--- src/common/dacc_pkg.sv ---
// package: constants, register map and types of the dac host controller
package dacc_pkg;

    // system clock period
    localparam int CLK_NS = 8;

    // pin timing as driven by the host
    localparam int STROBE_LO_NS = 40;
    localparam int STROBE_HI_NS = 40;
    localparam int LOAD_NS      = 40;
    localparam int CLEAR_NS     = 40;
    localparam int CAL_NS       = 64;
    localparam int QUERY_NS     = 200;

    // least times round up to whole cycles, never below one
    function automatic int ns_to_cyc(input int ns);
        int c;
        c = (ns + CLK_NS - 1) / CLK_NS;
        return (c < 1) ? 1 : c;
    endfunction

    localparam logic [7:0] STROBE_LO_CYC = 8'(ns_to_cyc(STROBE_LO_NS));
    localparam logic [7:0] STROBE_HI_CYC = 8'(ns_to_cyc(STROBE_HI_NS));
    localparam logic [7:0] LOAD_CYC      = 8'(ns_to_cyc(LOAD_NS));
    localparam logic [7:0] CLEAR_CYC     = 8'(ns_to_cyc(CLEAR_NS));
    localparam logic [7:0] CAL_CYC       = 8'(ns_to_cyc(CAL_NS));
    localparam logic [7:0] QUERY_CYC     = 8'(ns_to_cyc(QUERY_NS));

    // register byte addresses
    localparam logic [7:0] ADDR_CTRL   = 8'h00;
    localparam logic [7:0] ADDR_DATA   = 8'h04;
    localparam logic [7:0] ADDR_CMD    = 8'h08;
    localparam logic [7:0] ADDR_STATUS = 8'h0c;
    localparam logic [7:0] ADDR_CHAIN  = 8'h10;

    // control field positions
    localparam int CTRL_SERIAL    = 0;
    localparam int CTRL_MSB_FIRST = 1;
    localparam int CTRL_LEN18     = 2;
    localparam int CTRL_CLR_MID   = 3;
    localparam int CTRL_AUTO_LOAD = 4;
    localparam int CTRL_CAL_PREP  = 5;
    localparam int CTRL_W         = 6;
    localparam logic [5:0] CTRL_RESET = 6'h03;

    // command bits
    localparam int CMD_SEND  = 0;
    localparam int CMD_LOAD  = 1;
    localparam int CMD_CLEAR = 2;
    localparam int CMD_CAL   = 3;
    localparam int CMD_QUERY = 4;

    // word sizes and counts
    localparam int WORD_W = 18;
    localparam logic [4:0] LAST_BIT16 = 5'h0f;
    localparam logic [4:0] LAST_BIT18 = 5'h11;
    localparam logic [4:0] LAST_BYTE  = 5'h01;
    localparam int BYTE_HI = 8;

    // serial-mode pin positions on the data bus
    localparam int PIN_SDATA = 0;
    localparam int PIN_ORDER = 1;
    localparam int PIN_LEN   = 2;

    typedef enum logic [2:0] {
        ST_IDLE,
        ST_STROBE_LO,
        ST_STROBE_HI,
        ST_LOAD,
        ST_CLEAR,
        ST_CAL,
        ST_QUERY
    } dacc_state_t;

    // pins driven toward the converter
    typedef struct packed {
        logic       cs_n;
        logic [7:0] data;
        logic       serial_select_n;
        logic       high_byte_enable_n;
        logic       low_byte_enable_n;
        logic       clear_n;
        logic       calibrate_request_n;
        logic       second_rank_load;
    } dacc_pins_t;

    // pins read back from the converter
    typedef struct packed {
        logic calibration_valid;
        logic serial_out_chain;
    } dacc_in_t;

    // two-stage synchroniser state
    typedef struct packed {
        dacc_in_t meta;
        dacc_in_t stable;
    } dacc_sync_t;

endpackage

--- src/hdl/dacc_sync.sv ---
// two-flop synchroniser for the converter's status pins
`timescale 1ns/10ps
module dacc_sync (
    input  wire logic             sys_clk,
    input  wire logic             reset_n,
    input  wire dacc_pkg::dacc_in_t pins_async,
    output dacc_pkg::dacc_in_t    pins_sync
);

    dacc_pkg::dacc_sync_t s_reg;
    dacc_pkg::dacc_sync_t s_next;

    // first stage feeds only the second stage
    always_comb
    begin
        s_next.meta   = pins_async;
        s_next.stable = s_reg.meta;
    end

    // state register
    always_ff @(posedge sys_clk or negedge reset_n)
    begin
        if (!reset_n)
            s_reg <= '0;
        else
            s_reg <= s_next;
    end

    assign pins_sync = s_reg.stable;

endmodule

--- src/hdl/dacc_host.sv ---
// host-side controller driving the serial/byte loading pins of a calibrating dac
//
// The register offsets and the plain strobed port are this design's own decisions.
`timescale 1ns/10ps
// How it works
// - host pulses calibrate_request_n low; converter then lowers calibration_valid.
// - data_bit2 picks 16 or 18 bits; unused data pins driven low.
// - each chained converter needs its own load unless updated together.
// - in byte mode host drives clear target level whenever clear asserts.
// - with CTRL_CAL_PREP set, host loads zeros into first rank before calibrating.
// - host should program negative full scale before calibrating.
module dacc_host (
    input  wire logic                 sys_clk,
    input  wire logic                 reset_n,
    input  wire logic [7:0]           reg_addr,
    input  wire logic [31:0]          reg_wdata,
    input  wire logic                 reg_wr,
    input  wire logic                 reg_rd,
    output logic [31:0]               reg_rdata,
    output dacc_pkg::dacc_pins_t      dac_pins,
    input  wire dacc_pkg::dacc_in_t   dac_status
);

    typedef struct packed {
        dacc_pkg::dacc_state_t  fsm;
        dacc_pkg::dacc_pins_t   pins;
        logic [5:0]             ctrl;
        logic [17:0]            data;
        logic [17:0]            chain;
        logic [7:0]             timer;
        logic [4:0]             bitcnt;
        logic                   pend_cal;
        logic                   query_res;
        logic                   query_done;
        logic [31:0]            rdata;
    } dacc_host_t;

    dacc_host_t         s_reg;
    dacc_host_t         s_next;
    dacc_pkg::dacc_in_t st_sync;

    // status pins cross into the system clock domain
    dacc_sync u_sync (
        .sys_clk    (sys_clk),
        .reset_n    (reset_n),
        .pins_async (dac_status),
        .pins_sync  (st_sync)
    );

    // resting pin levels for the current mode
    function automatic dacc_pkg::dacc_pins_t idle_pins(input logic [5:0] ctrl);
        dacc_pkg::dacc_pins_t p;
        p                     = '0;
        p.cs_n                = 1'b1;
        p.serial_select_n     = ~ctrl[dacc_pkg::CTRL_SERIAL];
        p.high_byte_enable_n  = 1'b1;
        p.clear_n             = 1'b1;
        p.calibrate_request_n = 1'b1;
        p.second_rank_load    = 1'b0;
        if (ctrl[dacc_pkg::CTRL_SERIAL])
        begin
            p.low_byte_enable_n           = ctrl[dacc_pkg::CTRL_CLR_MID];
            p.data[dacc_pkg::PIN_ORDER]   = ctrl[dacc_pkg::CTRL_MSB_FIRST];
            p.data[dacc_pkg::PIN_LEN]     = ctrl[dacc_pkg::CTRL_LEN18];
        end
        else
            p.low_byte_enable_n = 1'b1;
        return p;
    endfunction

    // pins for the low phase of strobe number idx
    function automatic dacc_pkg::dacc_pins_t strobe_pins(
        input logic [5:0]  ctrl,
        input logic [17:0] data,
        input logic [4:0]  idx
    );
        dacc_pkg::dacc_pins_t p;
        logic [4:0]           pos;
        p      = idle_pins(ctrl);
        p.cs_n = 1'b0;
        pos    = '0;
        if (ctrl[dacc_pkg::CTRL_SERIAL])
        begin
            // msb first counts down from the top of the chosen length
            if (ctrl[dacc_pkg::CTRL_MSB_FIRST])
                pos = (ctrl[dacc_pkg::CTRL_LEN18] ? dacc_pkg::LAST_BIT18
                                                  : dacc_pkg::LAST_BIT16) - idx;
            else
                pos = idx;
            p.data[dacc_pkg::PIN_SDATA] = data[pos];
        end
        else if (idx == '0)
        begin
            p.high_byte_enable_n = 1'b0;
            p.data               = data[dacc_pkg::BYTE_HI +: 8];
        end
        else
        begin
            p.low_byte_enable_n = 1'b0;
            p.data              = data[7:0];
        end
        return p;
    endfunction

    // last strobe index of a word
    function automatic logic [4:0] last_idx(input logic [5:0] ctrl);
        if (!ctrl[dacc_pkg::CTRL_SERIAL])
            return dacc_pkg::LAST_BYTE;
        return ctrl[dacc_pkg::CTRL_LEN18] ? dacc_pkg::LAST_BIT18
                                          : dacc_pkg::LAST_BIT16;
    endfunction

    logic busy;
    logic cmd_wr;
    assign busy   = (s_reg.fsm != dacc_pkg::ST_IDLE);
    assign cmd_wr = reg_wr && (reg_addr == dacc_pkg::ADDR_CMD) && !busy;

    // next-state logic: register port and pin sequencer
    always_comb
    begin
        s_next       = s_reg;
        s_next.rdata = '0;
        // read data stands in the cycle after the read strobe
        if (reg_rd)
        begin
            unique case (reg_addr)
                dacc_pkg::ADDR_CTRL:   s_next.rdata = 32'(s_reg.ctrl);
                dacc_pkg::ADDR_DATA:   s_next.rdata = 32'(s_reg.data);
                dacc_pkg::ADDR_STATUS: s_next.rdata = 32'({s_reg.query_done,
                                                          s_reg.query_res,
                                                          st_sync.calibration_valid,
                                                          busy});
                dacc_pkg::ADDR_CHAIN:  s_next.rdata = 32'(s_reg.chain);
                default:               s_next.rdata = '0;
            endcase
        end
        // configuration and data change only between transfers
        if (reg_wr && !busy && reg_addr == dacc_pkg::ADDR_CTRL)
            s_next.ctrl = reg_wdata[dacc_pkg::CTRL_W-1:0];
        if (reg_wr && !busy && reg_addr == dacc_pkg::ADDR_DATA)
            s_next.data = reg_wdata[dacc_pkg::WORD_W-1:0];

        unique case (s_reg.fsm)
            dacc_pkg::ST_IDLE:
            begin
                s_next.pins = idle_pins(s_reg.ctrl);
                if (cmd_wr && reg_wdata[dacc_pkg::CMD_SEND])
                begin
                    s_next.pins   = strobe_pins(s_reg.ctrl, s_reg.data, '0);
                    s_next.bitcnt = '0;
                    s_next.timer  = dacc_pkg::STROBE_LO_CYC - 8'h01;
                    s_next.fsm    = dacc_pkg::ST_STROBE_LO;
                end
                else if (cmd_wr && reg_wdata[dacc_pkg::CMD_LOAD])
                begin
                    s_next.pins.second_rank_load = 1'b1;
                    s_next.timer = dacc_pkg::LOAD_CYC - 8'h01;
                    s_next.fsm   = dacc_pkg::ST_LOAD;
                end
                else if (cmd_wr && reg_wdata[dacc_pkg::CMD_CLEAR])
                begin
                    s_next.pins.clear_n           = 1'b0;
                    s_next.pins.low_byte_enable_n = s_reg.ctrl[dacc_pkg::CTRL_CLR_MID];
                    s_next.timer = dacc_pkg::CLEAR_CYC - 8'h01;
                    s_next.fsm   = dacc_pkg::ST_CLEAR;
                end
                else if (cmd_wr && reg_wdata[dacc_pkg::CMD_CAL]
                         && s_reg.ctrl[dacc_pkg::CTRL_CAL_PREP])
                begin
                    // park the first rank at negative full scale first
                    s_next.data     = '0;
                    s_next.pend_cal = 1'b1;
                    s_next.pins     = strobe_pins(s_reg.ctrl, '0, '0);
                    s_next.bitcnt   = '0;
                    s_next.timer    = dacc_pkg::STROBE_LO_CYC - 8'h01;
                    s_next.fsm      = dacc_pkg::ST_STROBE_LO;
                end
                else if (cmd_wr && reg_wdata[dacc_pkg::CMD_CAL])
                begin
                    s_next.pins.calibrate_request_n = 1'b0;
                    s_next.timer = dacc_pkg::CAL_CYC - 8'h01;
                    s_next.fsm   = dacc_pkg::ST_CAL;
                end
                else if (cmd_wr && reg_wdata[dacc_pkg::CMD_QUERY])
                begin
                    s_next.pins.high_byte_enable_n = 1'b0;
                    s_next.query_done = 1'b0;
                    s_next.timer = dacc_pkg::QUERY_CYC - 8'h01;
                    s_next.fsm   = dacc_pkg::ST_QUERY;
                end
            end
            dacc_pkg::ST_STROBE_LO:
            begin
                s_next.timer = s_reg.timer - 8'h01;
                if (s_reg.timer == '0)
                begin
                    s_next.pins.cs_n = 1'b1;
                    s_next.timer     = dacc_pkg::STROBE_HI_CYC - 8'h01;
                    s_next.fsm       = dacc_pkg::ST_STROBE_HI;
                end
            end
            dacc_pkg::ST_STROBE_HI:
            begin
                s_next.timer = s_reg.timer - 8'h01;
                if (s_reg.timer == '0)
                begin
                    // collect what the converter shifted out of its far end
                    s_next.chain = {s_reg.chain[16:0], st_sync.serial_out_chain};
                    if (s_reg.bitcnt == last_idx(s_reg.ctrl))
                    begin
                        if (s_reg.ctrl[dacc_pkg::CTRL_AUTO_LOAD] || s_reg.pend_cal)
                        begin
                            s_next.pins.second_rank_load = 1'b1;
                            s_next.timer = dacc_pkg::LOAD_CYC - 8'h01;
                            s_next.fsm   = dacc_pkg::ST_LOAD;
                        end
                        else
                            s_next.fsm = dacc_pkg::ST_IDLE;
                    end
                    else
                    begin
                        s_next.bitcnt = s_reg.bitcnt + 5'h01;
                        s_next.pins   = strobe_pins(s_reg.ctrl, s_reg.data,
                                                    s_reg.bitcnt + 5'h01);
                        s_next.timer  = dacc_pkg::STROBE_LO_CYC - 8'h01;
                        s_next.fsm    = dacc_pkg::ST_STROBE_LO;
                    end
                end
            end
            dacc_pkg::ST_LOAD:
            begin
                s_next.timer = s_reg.timer - 8'h01;
                if (s_reg.timer == '0)
                begin
                    s_next.pins.second_rank_load = 1'b0;
                    if (s_reg.pend_cal)
                    begin
                        // calibrate only once the parked word is loaded
                        s_next.pend_cal                 = 1'b0;
                        s_next.pins.calibrate_request_n = 1'b0;
                        s_next.timer = dacc_pkg::CAL_CYC - 8'h01;
                        s_next.fsm   = dacc_pkg::ST_CAL;
                    end
                    else
                        s_next.fsm = dacc_pkg::ST_IDLE;
                end
            end
            dacc_pkg::ST_CLEAR:
            begin
                s_next.timer = s_reg.timer - 8'h01;
                if (s_reg.timer == '0)
                begin
                    s_next.pins.clear_n = 1'b1;
                    s_next.fsm          = dacc_pkg::ST_IDLE;
                end
            end
            dacc_pkg::ST_CAL:
            begin
                s_next.timer = s_reg.timer - 8'h01;
                if (s_reg.timer == '0)
                begin
                    s_next.pins.calibrate_request_n = 1'b1;
                    s_next.fsm = dacc_pkg::ST_IDLE;
                end
            end
            dacc_pkg::ST_QUERY:
            begin
                s_next.timer = s_reg.timer - 8'h01;
                if (s_reg.timer == '0)
                begin
                    s_next.query_res  = st_sync.calibration_valid;
                    s_next.query_done = 1'b1;
                    s_next.pins.high_byte_enable_n = 1'b1;
                    s_next.fsm = dacc_pkg::ST_IDLE;
                end
            end
            default:
                s_next.fsm = dacc_pkg::ST_IDLE;
        endcase
    end

    // state register; reset raises cs_n, both byte enables, clear_n and calibrate_request_n, other pins low
    always_ff @(posedge sys_clk or negedge reset_n)
    begin
        if (!reset_n)
        begin
            s_reg                          <= '0;
            s_reg.fsm                      <= dacc_pkg::ST_IDLE;
            s_reg.ctrl                     <= dacc_pkg::CTRL_RESET;
            s_reg.pins.cs_n                <= 1'b1;
            s_reg.pins.high_byte_enable_n  <= 1'b1;
            s_reg.pins.low_byte_enable_n   <= 1'b1;
            s_reg.pins.clear_n             <= 1'b1;
            s_reg.pins.calibrate_request_n <= 1'b1;
        end
        else
            s_reg <= s_next;
    end

    assign reg_rdata = s_reg.rdata;
    assign dac_pins  = s_reg.pins;
endmodule

--- config.mk ---
export PLATFORM = sky130hd
export DESIGN_NAME = dacc_host
export DESIGN_NICKNAME = d
export VERILOG_FILES = /design/src/common/dacc_pkg.sv /design/src/hdl/dacc_sync.sv /design/src/hdl/dacc_host.sv
export SDC_FILE = /design/constraint.sdc
export NUM_CORES = 1
export LEC_CHECK = 0
export BUFFER_PORTS_ARGS = -buffer_cell sky130_fd_sc_hd__clkbuf_2
export CORE_MARGIN = 4
export CORE_UTILIZATION = 55
export CTS_CLUSTER_DIAMETER = 50
export DETAILED_ROUTE_END_ITERATION = 8
export HOLD_SLACK_MARGIN = 0.02
export PLACE_DENSITY_LB_ADDON = 0.2
export SLEW_MARGIN = 10
export SYNTH_ARGS = -nofsm -noshare
export SYNTH_HDL_FRONTEND = slang
export SYNTH_HIERARCHICAL = 1
export SYNTH_SLANG_ARGS = --single-unit
--- constraint.sdc ---
create_clock -name sys_clk -period 4.1 [get_ports sys_clk]
set_clock_uncertainty 0.05 [all_clocks]
set_input_delay 0.205 -clock sys_clk [delete_from_list [all_inputs] [get_ports sys_clk]]
set_output_delay 0.205 -clock sys_clk [all_outputs]
set_load 0.02 [all_outputs]
==> results by stage, run 1 <==
Run status:
- The flow ran to the end, and the final reports show no timing, DRC or antenna violations.

Yosys:
- The number of warnings issued by yosys is 6.
- A synthesized cell averages 9.334 sq um.
- For this run, the register share of the synthesized area comes to 43.15%.
- The main flop type after synthesis is sky130_fd_sc_hd__dfrtp_1.
- The distinct cell type count of the synthesized netlist is 65.
- The largest area contributor in the netlist is sky130_fd_sc_hd__dfrtp_1.
- The mapped cell area is 5703 sq um.
- The synthesized instance count is 611.
- The number of flops mapped to enable cells by yosys is 0.
- The proportion of register bits with asynchronous set or reset after synthesis is 100.0%.
- The top cell type's share of synthesized area is 39.93%.
- Ranked by total cell area, the synthesized netlist is headed by sky130_fd_sc_hd__dfrtp_1, sky130_fd_sc_hd__mux2i_1, sky130_fd_sc_hd__buf_4.
- Synthesis inferred 98 register bits.

Route:
- The final wirelength is 12840 um.
- The first-pass detailed-route iteration total is 5.
- The routed layout has 4440 vias.
- Once detail routing completed, the nets flagged for antenna violations numbered 0.
- The number of design-rule violations left by the first detailed-router iteration is 301.
- For this run, design rule violations remaining after detail routing come to 0.
- Dividing the detail-routed via count by the number of cells gives 5.819.
- The routed length per placed instance is 16.82 um.

Clock network:
- Counting every sink on the clock net gives 98.
- The root buffer cell chosen for the clock tree is sky130_fd_sc_hd__clkbuf_8.
- Once the clock tree was built, the resizer swapped 0 gates to a different size.
- At the later pin of the worst-skew pair, clock insertion delay measures 0.38 ns.
- The number of buffers added by the clock tree synthesis step is 9.
- TritonCTS built the clock tree.
- The post-CTS setup-driven buffer insertion count is 0.
- Clock-pin slew was measured on the worst setup and hold paths at 0.11 ns.
- The H-tree generated during clock tree synthesis spans 3 levels.
- The maximum count of clock buffers along a single path is 2.

Worst setup path:
- The kind of launch point of the worst setup path is a register.
- The cell seen most often among critical-path stages is sky130_fd_sc_hd__mux2i_1.
- Along the worst path, the maximum fanout reaches 14.
- STA classifies the critical path endpoint as a register.
- The worst register-to-register path has a depth of 10.
- Counting both buffers and inverters, the worst setup path holds a total of 2.
- Data on the critical path is required at its endpoint by 4.35 ns.
- For this design, the slowest cell found on the critical path is sky130_fd_sc_hd__ha_1.
- Traced cell by cell, the critical path runs through ha_1 -> ha_1 -> inv_1 -> fa_1 -> inv_1 -> mux2i_1 -> mux2i_1 -> mux2i_1 -> and4_1 -> a21oi_1.
- The critical path in this run is classified as register to register.
- In this run the critical register-to-register path is captured at dac_pins[6].
- The largest single stage delay on the critical path is 0.68 ns.
- The data arrival at the endpoint of the critical path is 3.44 ns.
- The worst flop-to-flop path startpoint is s_reg[35].
- The slack of the worst reg-to-reg path is 0.91 ns.
- The cell type group with the largest total delay on the critical path is adder cells.

Power:
- Dividing total power by cell area gives a power density of 359.8 nW/um^2.
- The internal portion of the total power is 1.438 mW.
- Per report_power, the sequential group accounts for 52.1% of the total.
- Summed over all nets, the switching power comes to 717.3 uW.
- Per report_power, the clock group accounts for 28.7% of the total.
- In this run, the combinational gates consume 19.2% of the power.
- The worst-case IR drop observed on VDD is 0.1940 mV.
- Net switching is 33.28% of the power.
- For this design the static power due to leakage is 2.671 nW.

Final layout:
- The top cell types in the final layout, fill and taps aside, are sky130_fd_sc_hd__nand2_1, sky130_fd_sc_hd__dfrtp_1, sky130_fd_sc_hd__clkbuf_2.
- The final instance area is 5989 sq um.
- From synthesis to final layout, the design area changed by 5.024%.
- Leaving out fill and tap cells, the most frequent cell in the layout is sky130_fd_sc_hd__nand2_1.
- The count of antenna diodes in the layout is 0.
- The register with the most flip-flops in the layout has 61 of them.
- At the end of the flow, the number of nets in the layout was 678.
- The ratio of cells with drive above 1 in the final layout is 18.10%.

Floorplan:
- The die covers 12060 sq um.
- The number of core rows is 36.
- After floorplanning, the core was sized to cover 9955 sq um.
- The number of top-level pins is 93.
- The die boundary height is 109.8 um.
- The starting utilization of the core area is 57.29%.
- The overall die width is 109.8 um.

Place:
- The placed standard-cell area is 5738 sq um.
- Buffers placed on the I/O ports in this run total 64.
- The detailed placer's ending HPWL is 9238 um.
- Routability-driven placement finished with a final weighted congestion of 0.8863.

Timing:
- The total count of max-transition violations in the final report is 0.
- Summed over all failing endpoints, the final setup total negative slack is 0 ns.
- The share of the clock period used by the worst path is 77.70%.
- Setup repair after global routing left no endpoint under its margin.
- The remaining max-slew budget at the tightest pin is 39.50%.
- The count of endpoints failing hold in the final timing report is 0.
- The slew at the pin closest to its max-slew limit is 0.9008 ns.
- Derived from the worst setup path, the maximum achievable clock frequency is 313.9 MHz.
- The number of setup violations in the final report is 0.
- The worst path in the final design needs a cycle of 3.186 ns, including I/O delays and setup.

GRT:
- The total congestion overflow after global routing is 0.
- Entering global routing, the biggest net connects 61 pins.
- The global-route total usage across every layer is 22.79%.
- The via count of the first global-routing pass is 4332.
- The first global-routing pass estimated 21510 um of wire.
- The number of antenna violations at the first check in global routing is 0.

Min path:
- The path with the worst hold slack has its endpoint at s_reg[81].
- The origin of the worst min-delay path is reg_wdata[15].
- Counting instances, the worst hold path has a depth of 3.
- The path class of the lowest-slack min-delay path is input port to register.

Job:
- The number of max-cap violations is 0.
## per-layer routing
layer | GRT usage, % | vias to the layer above | part of all wire (%)
met2 | 34.40 | 165 | 44
met4 | 7.035 | 0 | 2.0
li1 | - | 2123 | -
met3 | 4.698 | 25 | 7.2
met5 | 0 | - | 0
met1 | 33.08 | 2127 | 47
## power groups by stage
stage	logic, mW	clock network [mW]	registers (mW)
floorplan	0.343	0	1.10
global placement	0.394	0	1.14
detailed placement	0.408	0	1.14
CTS	0.415	0.631	1.12
global route	0.468	0.676	1.14
finish	0.414	0.619	1.12
## logic make-up (layout without fill, tap and decap cells)
logic type,after synthesis,in the layout,share of synthesized area (%)
fa+ha+maj,7,7,1.667
mux,56,56,11.12
xor+xnor,6,6,0.9214
flops,98,98,43.15
buf+inv,101,107,10.40
other cells,1,14,0.06576
simple gates,209,209,17.00
compound gates,133,133,15.67
## final cells by class
type	instances	area (sq um)
Clock buffer	9	123.9
Clock inverter	7	67.56
Fill cell	844	3965
Inverter	18	67.56
Multi-Input combinational cell	425	2698
Sequential cell	98	2461
Tap cell	133	166.4
Timing Repair Buffer	73	405.4
## timing repair
action / in CTS / in global routing
endpoints found under the setup margin: 0 / 0
hold buffers: 6 / 0
hold endpoints to repair: 60 / 0
## cells in the mapped netlist, drive strengths merged, types with 2 or more instances
library cell / count
nand4: 2
inv: 18
a222oi: 7
o21a: 4
o21ai: 24
dfrtp: 91
o211ai: 5
a221oi: 2
o31ai: 8
a21o: 3
a2111oi: 2
mux4: 5
nor2: 54
or3: 4
a211o: 4
nand3b: 2
buf: 61
mux2i: 42
nor2b: 4
nor4: 5
o2bb2ai: 2
a211oi: 2
dfstp: 7
nor3: 11
clkbuf: 22
nor3b: 3
mux2: 9
nand3: 12
and3: 7
ha: 6
and2: 4
nand2: 96
a22oi: 14
a31oi: 8
xnor2: 5
a21oi: 37
a21boi: 2
## tightest hold or removal path: cells and delay by family
kind                   cells  cell delay, ns
buffers and inverters      1            0.08
multiplexers               1            0.06
AND/OR/NAND/NOR            1            0.08
## worst max path at each step
| stage | start | endpoint | slack [ns] | depth (start not counted) |
|---|---|---|---|---|
| 6_report | s_reg[35] | dac_pins[6] | 0.91 | 10 |
| 5_1_grt | s_reg[35] | dac_pins[6] | 0.78 | 10 |
| 3_5_place_dp | s_reg[35] | dac_pins[6] | 0.96 | 10 |
| 4_1_cts | s_reg[35] | dac_pins[6] | 0.93 | 10 |
| 3_3_place_gp | s_reg[35] | dac_pins[6] | 1.01 | 10 |
| 2_1_floorplan | s_reg[35] | dac_pins[6] | 1.63 | 10 |
## metrics by stage
step	total power [mW]	setup slack, ns	cells	hold slack (ns)	util, %
4_1_cts	2.167	0.9317	763	0.02140	60.17
3_3_place_gp	1.530	1.012	741	0.2651	57.64
2_1_floorplan	1.445	1.630	624	-0.1406	-
3_5_place_dp	1.547	0.9599	741	0.2650	57.64
6_report	2.155	0.9143	763	0.02258	60.17
5_1_grt	2.279	0.7782	763	0.02290	60.17
No activity file was read; power rests on OpenSTA's default activity.
==> run 2: changes to the inputs <==
- clock period: 4.1 -> 3 ns (I/O delays scaled with it)
==> run 2 against run 1 <==
  * Sequential power is 35% higher
  * Non-clock buffer count is 23 higher
  * Die area stayed put
  * First-iteration DRC count is 25% higher
  * Combinational power is 48% higher
  * Register-to-register slack worse by 0.65 ns
  * Critical path depth is 2 lower
  * Highest routed layer unchanged
  * Clock power is 22% higher
  * Critical endpoint unchanged
  * Sequential share of layout area is 1.1 points lower
  * Hold slack better by 0.072 ns
==> results by stage, run 2 (synthesis results as in run 1) <==
Run status:
- The flow ran to the end, and the final reports show no timing, DRC or antenna violations.

Timing:
- The total count of max-transition violations in the final report is 0.
- Of the available clock period, the critical path in the final layout requires 91.07%.
- Summed over all failing endpoints, the final setup total negative slack is 0 ns.
- For the pin with the worst max-slew slack, the measured transition is 0.6798 ns.
- The count of endpoints failing hold in the final timing report was 0.
- On the final layout, the worst hold slack is 0.09504 ns.
- The peak clock frequency supported by timing is 366.0 MHz.
- The minimum clock period is 2.732 ns.
- Setup repair after global routing left no endpoint under its margin.
- The number of setup violations in the final report is 0.
- The remaining max-slew budget at the tightest pin is 54.68%.

Place:
- After detailed placement, the design holds a cell count of 754.
- The count of input and output buffers is 64.
- The placed standard-cell area is 5836 sq um.
- The congestion estimate from routability-driven global placement came to 0.8818.
- Detailed placement finished with a half-perimeter wire length of 9588 um.

Floorplan:
- For this configuration, the core starts out at a cell density of 57.29%.
- The full die area is 12060 sq um.
- The die is 109.8 um wide.
- The number of core rows is 36.
- The number of top-level pins is 93.
- The die boundary height is 109.8 um.
- The region available for standard cell placement spans 9955 sq um.

Final layout:
- The finished layout holds 785 standard cells, fillers aside.
- After routing the design area is 6157 sq um.
- In the layout the commonest cells are sky130_fd_sc_hd__nand2_1, sky130_fd_sc_hd__dfrtp_1, sky130_fd_sc_hd__clkbuf_2.
- The final layout contains 701 nets.
- The library cell used most frequently in the layout, excluding fill and tap cells, is sky130_fd_sc_hd__nand2_1.
- The number of flip-flops in the largest register is 61.
- The area growth from synthesis to layout is 7.964%.
- The ratio of cells with drive above 1 in the final layout is 19.02%.
- The final standard cell utilization of the core is 61.85%.
- The count of antenna diodes in the layout is 0.

Route:
- The detailed router finished its first iteration with 377 violations.
- The first detailed-routing pass ran for 5 iterations.
- For this run, design rule violations remaining after detail routing come to 0.
- The routed length per placed instance is 16.80 um.
- The routed design has 13190 um of wire.
- The detail-routed via count per cell is 5.868.
- The detailed-route via count is 4606.
- The detail route stage leaves a number of antenna-violating nets equal to 0.

Clock network:
- The clock passes through at most 2 buffers.
- The quantity of gates resized following cts is 0.
- The number of buffers inserted for hold repair after clock tree synthesis is 16.
- The number of clock sinks seen by CTS is 98.
- The root buffer selected by CTS is sky130_fd_sc_hd__clkbuf_8.
- The clock latency on the worst-skew pair is 0.37 ns.
- The post-CTS setup-driven buffer insertion count is 0.
- The clock tree from TritonCTS is built.
- Clock tree synthesis inserted a total of 9 buffers.
- The H-tree generated during clock tree synthesis spans 3 levels.
- The clock edge transition at the registers on the reported setup and hold paths is 0.09 ns.

Worst setup path:
- For the worst setup path, the data required time is 3.20 ns.
- The worst setup path is launched from a register.
- Along the worst path, the maximum fanout reaches 9.
- For the worst setup path, the data arrival time is 2.94 ns.
- The type of element capturing the critical path is a register.
- The worst setup path is of the register to register kind.

Job:
- The number of max-cap violations is 0.

Power:
- IR analysis of the VDD net gives a maximum drop of 0.2530 mV.
- The leakage power is 2.751 nW.
- The power density over the cells is 468.7 nW/um^2.

GRT:
- The largest net degree at the start of global routing is 35.
- The via count of the first global-routing pass is 4454.
- The total congestion overflow after global routing is 0.
- The number of antenna violations at the first check in global routing is 0.
- The first-pass GRT wire length is 22040 um.
- The global-route total usage across every layer is 23.43%.

Min path:
- The path class of the tightest hold or removal check is input port to register.
-- run 2: changes by cell type in the layout (fill, tap and decap cells not counted) --
| cell | change |
|---|---|
| sky130_fd_sc_hd__buf_4 | +13 |
| sky130_fd_sc_hd__clkbuf_1 | +2 |
| sky130_fd_sc_hd__clkinv_4 | -1 |
| sky130_fd_sc_hd__clkinvlp_4 | +3 |
| sky130_fd_sc_hd__dlygate4sd3_1 | +10 |
| sky130_fd_sc_hd__inv_6 | -2 |
| sky130_fd_sc_hd__inv_8 | -3 |
-- run 2: per-stage QoR --
| stage | total power [mW] | worst slack (ns) |
|---|---|---|
| finish | 2.886 | 0.2679 |
| global route | 3.054 | 0.2105 |
| CTS | 2.897 | 0.3330 |
| detailed placement | 2.133 | 0.3454 |
| global placement | 2.108 | 0.4016 |
| floorplan | 1.975 | 0.5301 |
-- run 2: critical path, cell delays in order (launching register included) --
cell	delay (ns)
sky130_fd_sc_hd__dfrtp_1	0.45
sky130_fd_sc_hd__ha_1	0.32
sky130_fd_sc_hd__ha_1	0.56
sky130_fd_sc_hd__mux4_2	0.55
sky130_fd_sc_hd__mux2i_1	0.17
sky130_fd_sc_hd__mux2i_1	0.10
sky130_fd_sc_hd__mux2i_1	0.16
sky130_fd_sc_hd__and4_1	0.21
sky130_fd_sc_hd__a21oi_1	0.04
-- run 2: layout make-up --
type	count	area, sq um
Tap cell	133	166.4
Multi-Input combinational cell	425	2698
Clock inverter	4	30.03
Sequential cell	98	2461
Fill cell	872	3797
Inverter	18	67.56
Timing Repair Buffer	96	603.1
Clock buffer	11	131.4
-- run 2: routing by layer --
layer	global-route usage, %	vias to the layer above	routed length, um
met5	0	-	0
met4	8.549	0	222
met3	3.347	19	1006
met2	36.22	201	6085
met1	33.61	2220	5874
li1	-	2166	-
-- run 2: final timing paths --
check / from / endpoint / slack [ns] / cells past startpoint
max in group asynchronous: reset_n / dac_pins[1] / 1.87 / 3
min in group asynchronous: reset_n / reg_rdata[15] / 0.20 / 2
hold reg to reg: u_sync/s_next[0] / u_sync/pins_sync[0] / 0.31 / 0
setup reg to reg: s_reg[36] / dac_pins[6] / 0.27 / 8
setup / recovery: s_reg[36] / dac_pins[6] / 0.27 / 8
hold / removal: reg_wdata[0] / s_reg[84] / 0.1 / 3
-- run 2: where the power goes --
group	switching, mW	internal (mW)
sequential	0.0963	1.42
clock	0.460	0.298
combinational	0.371	0.243
total	0.927	1.96
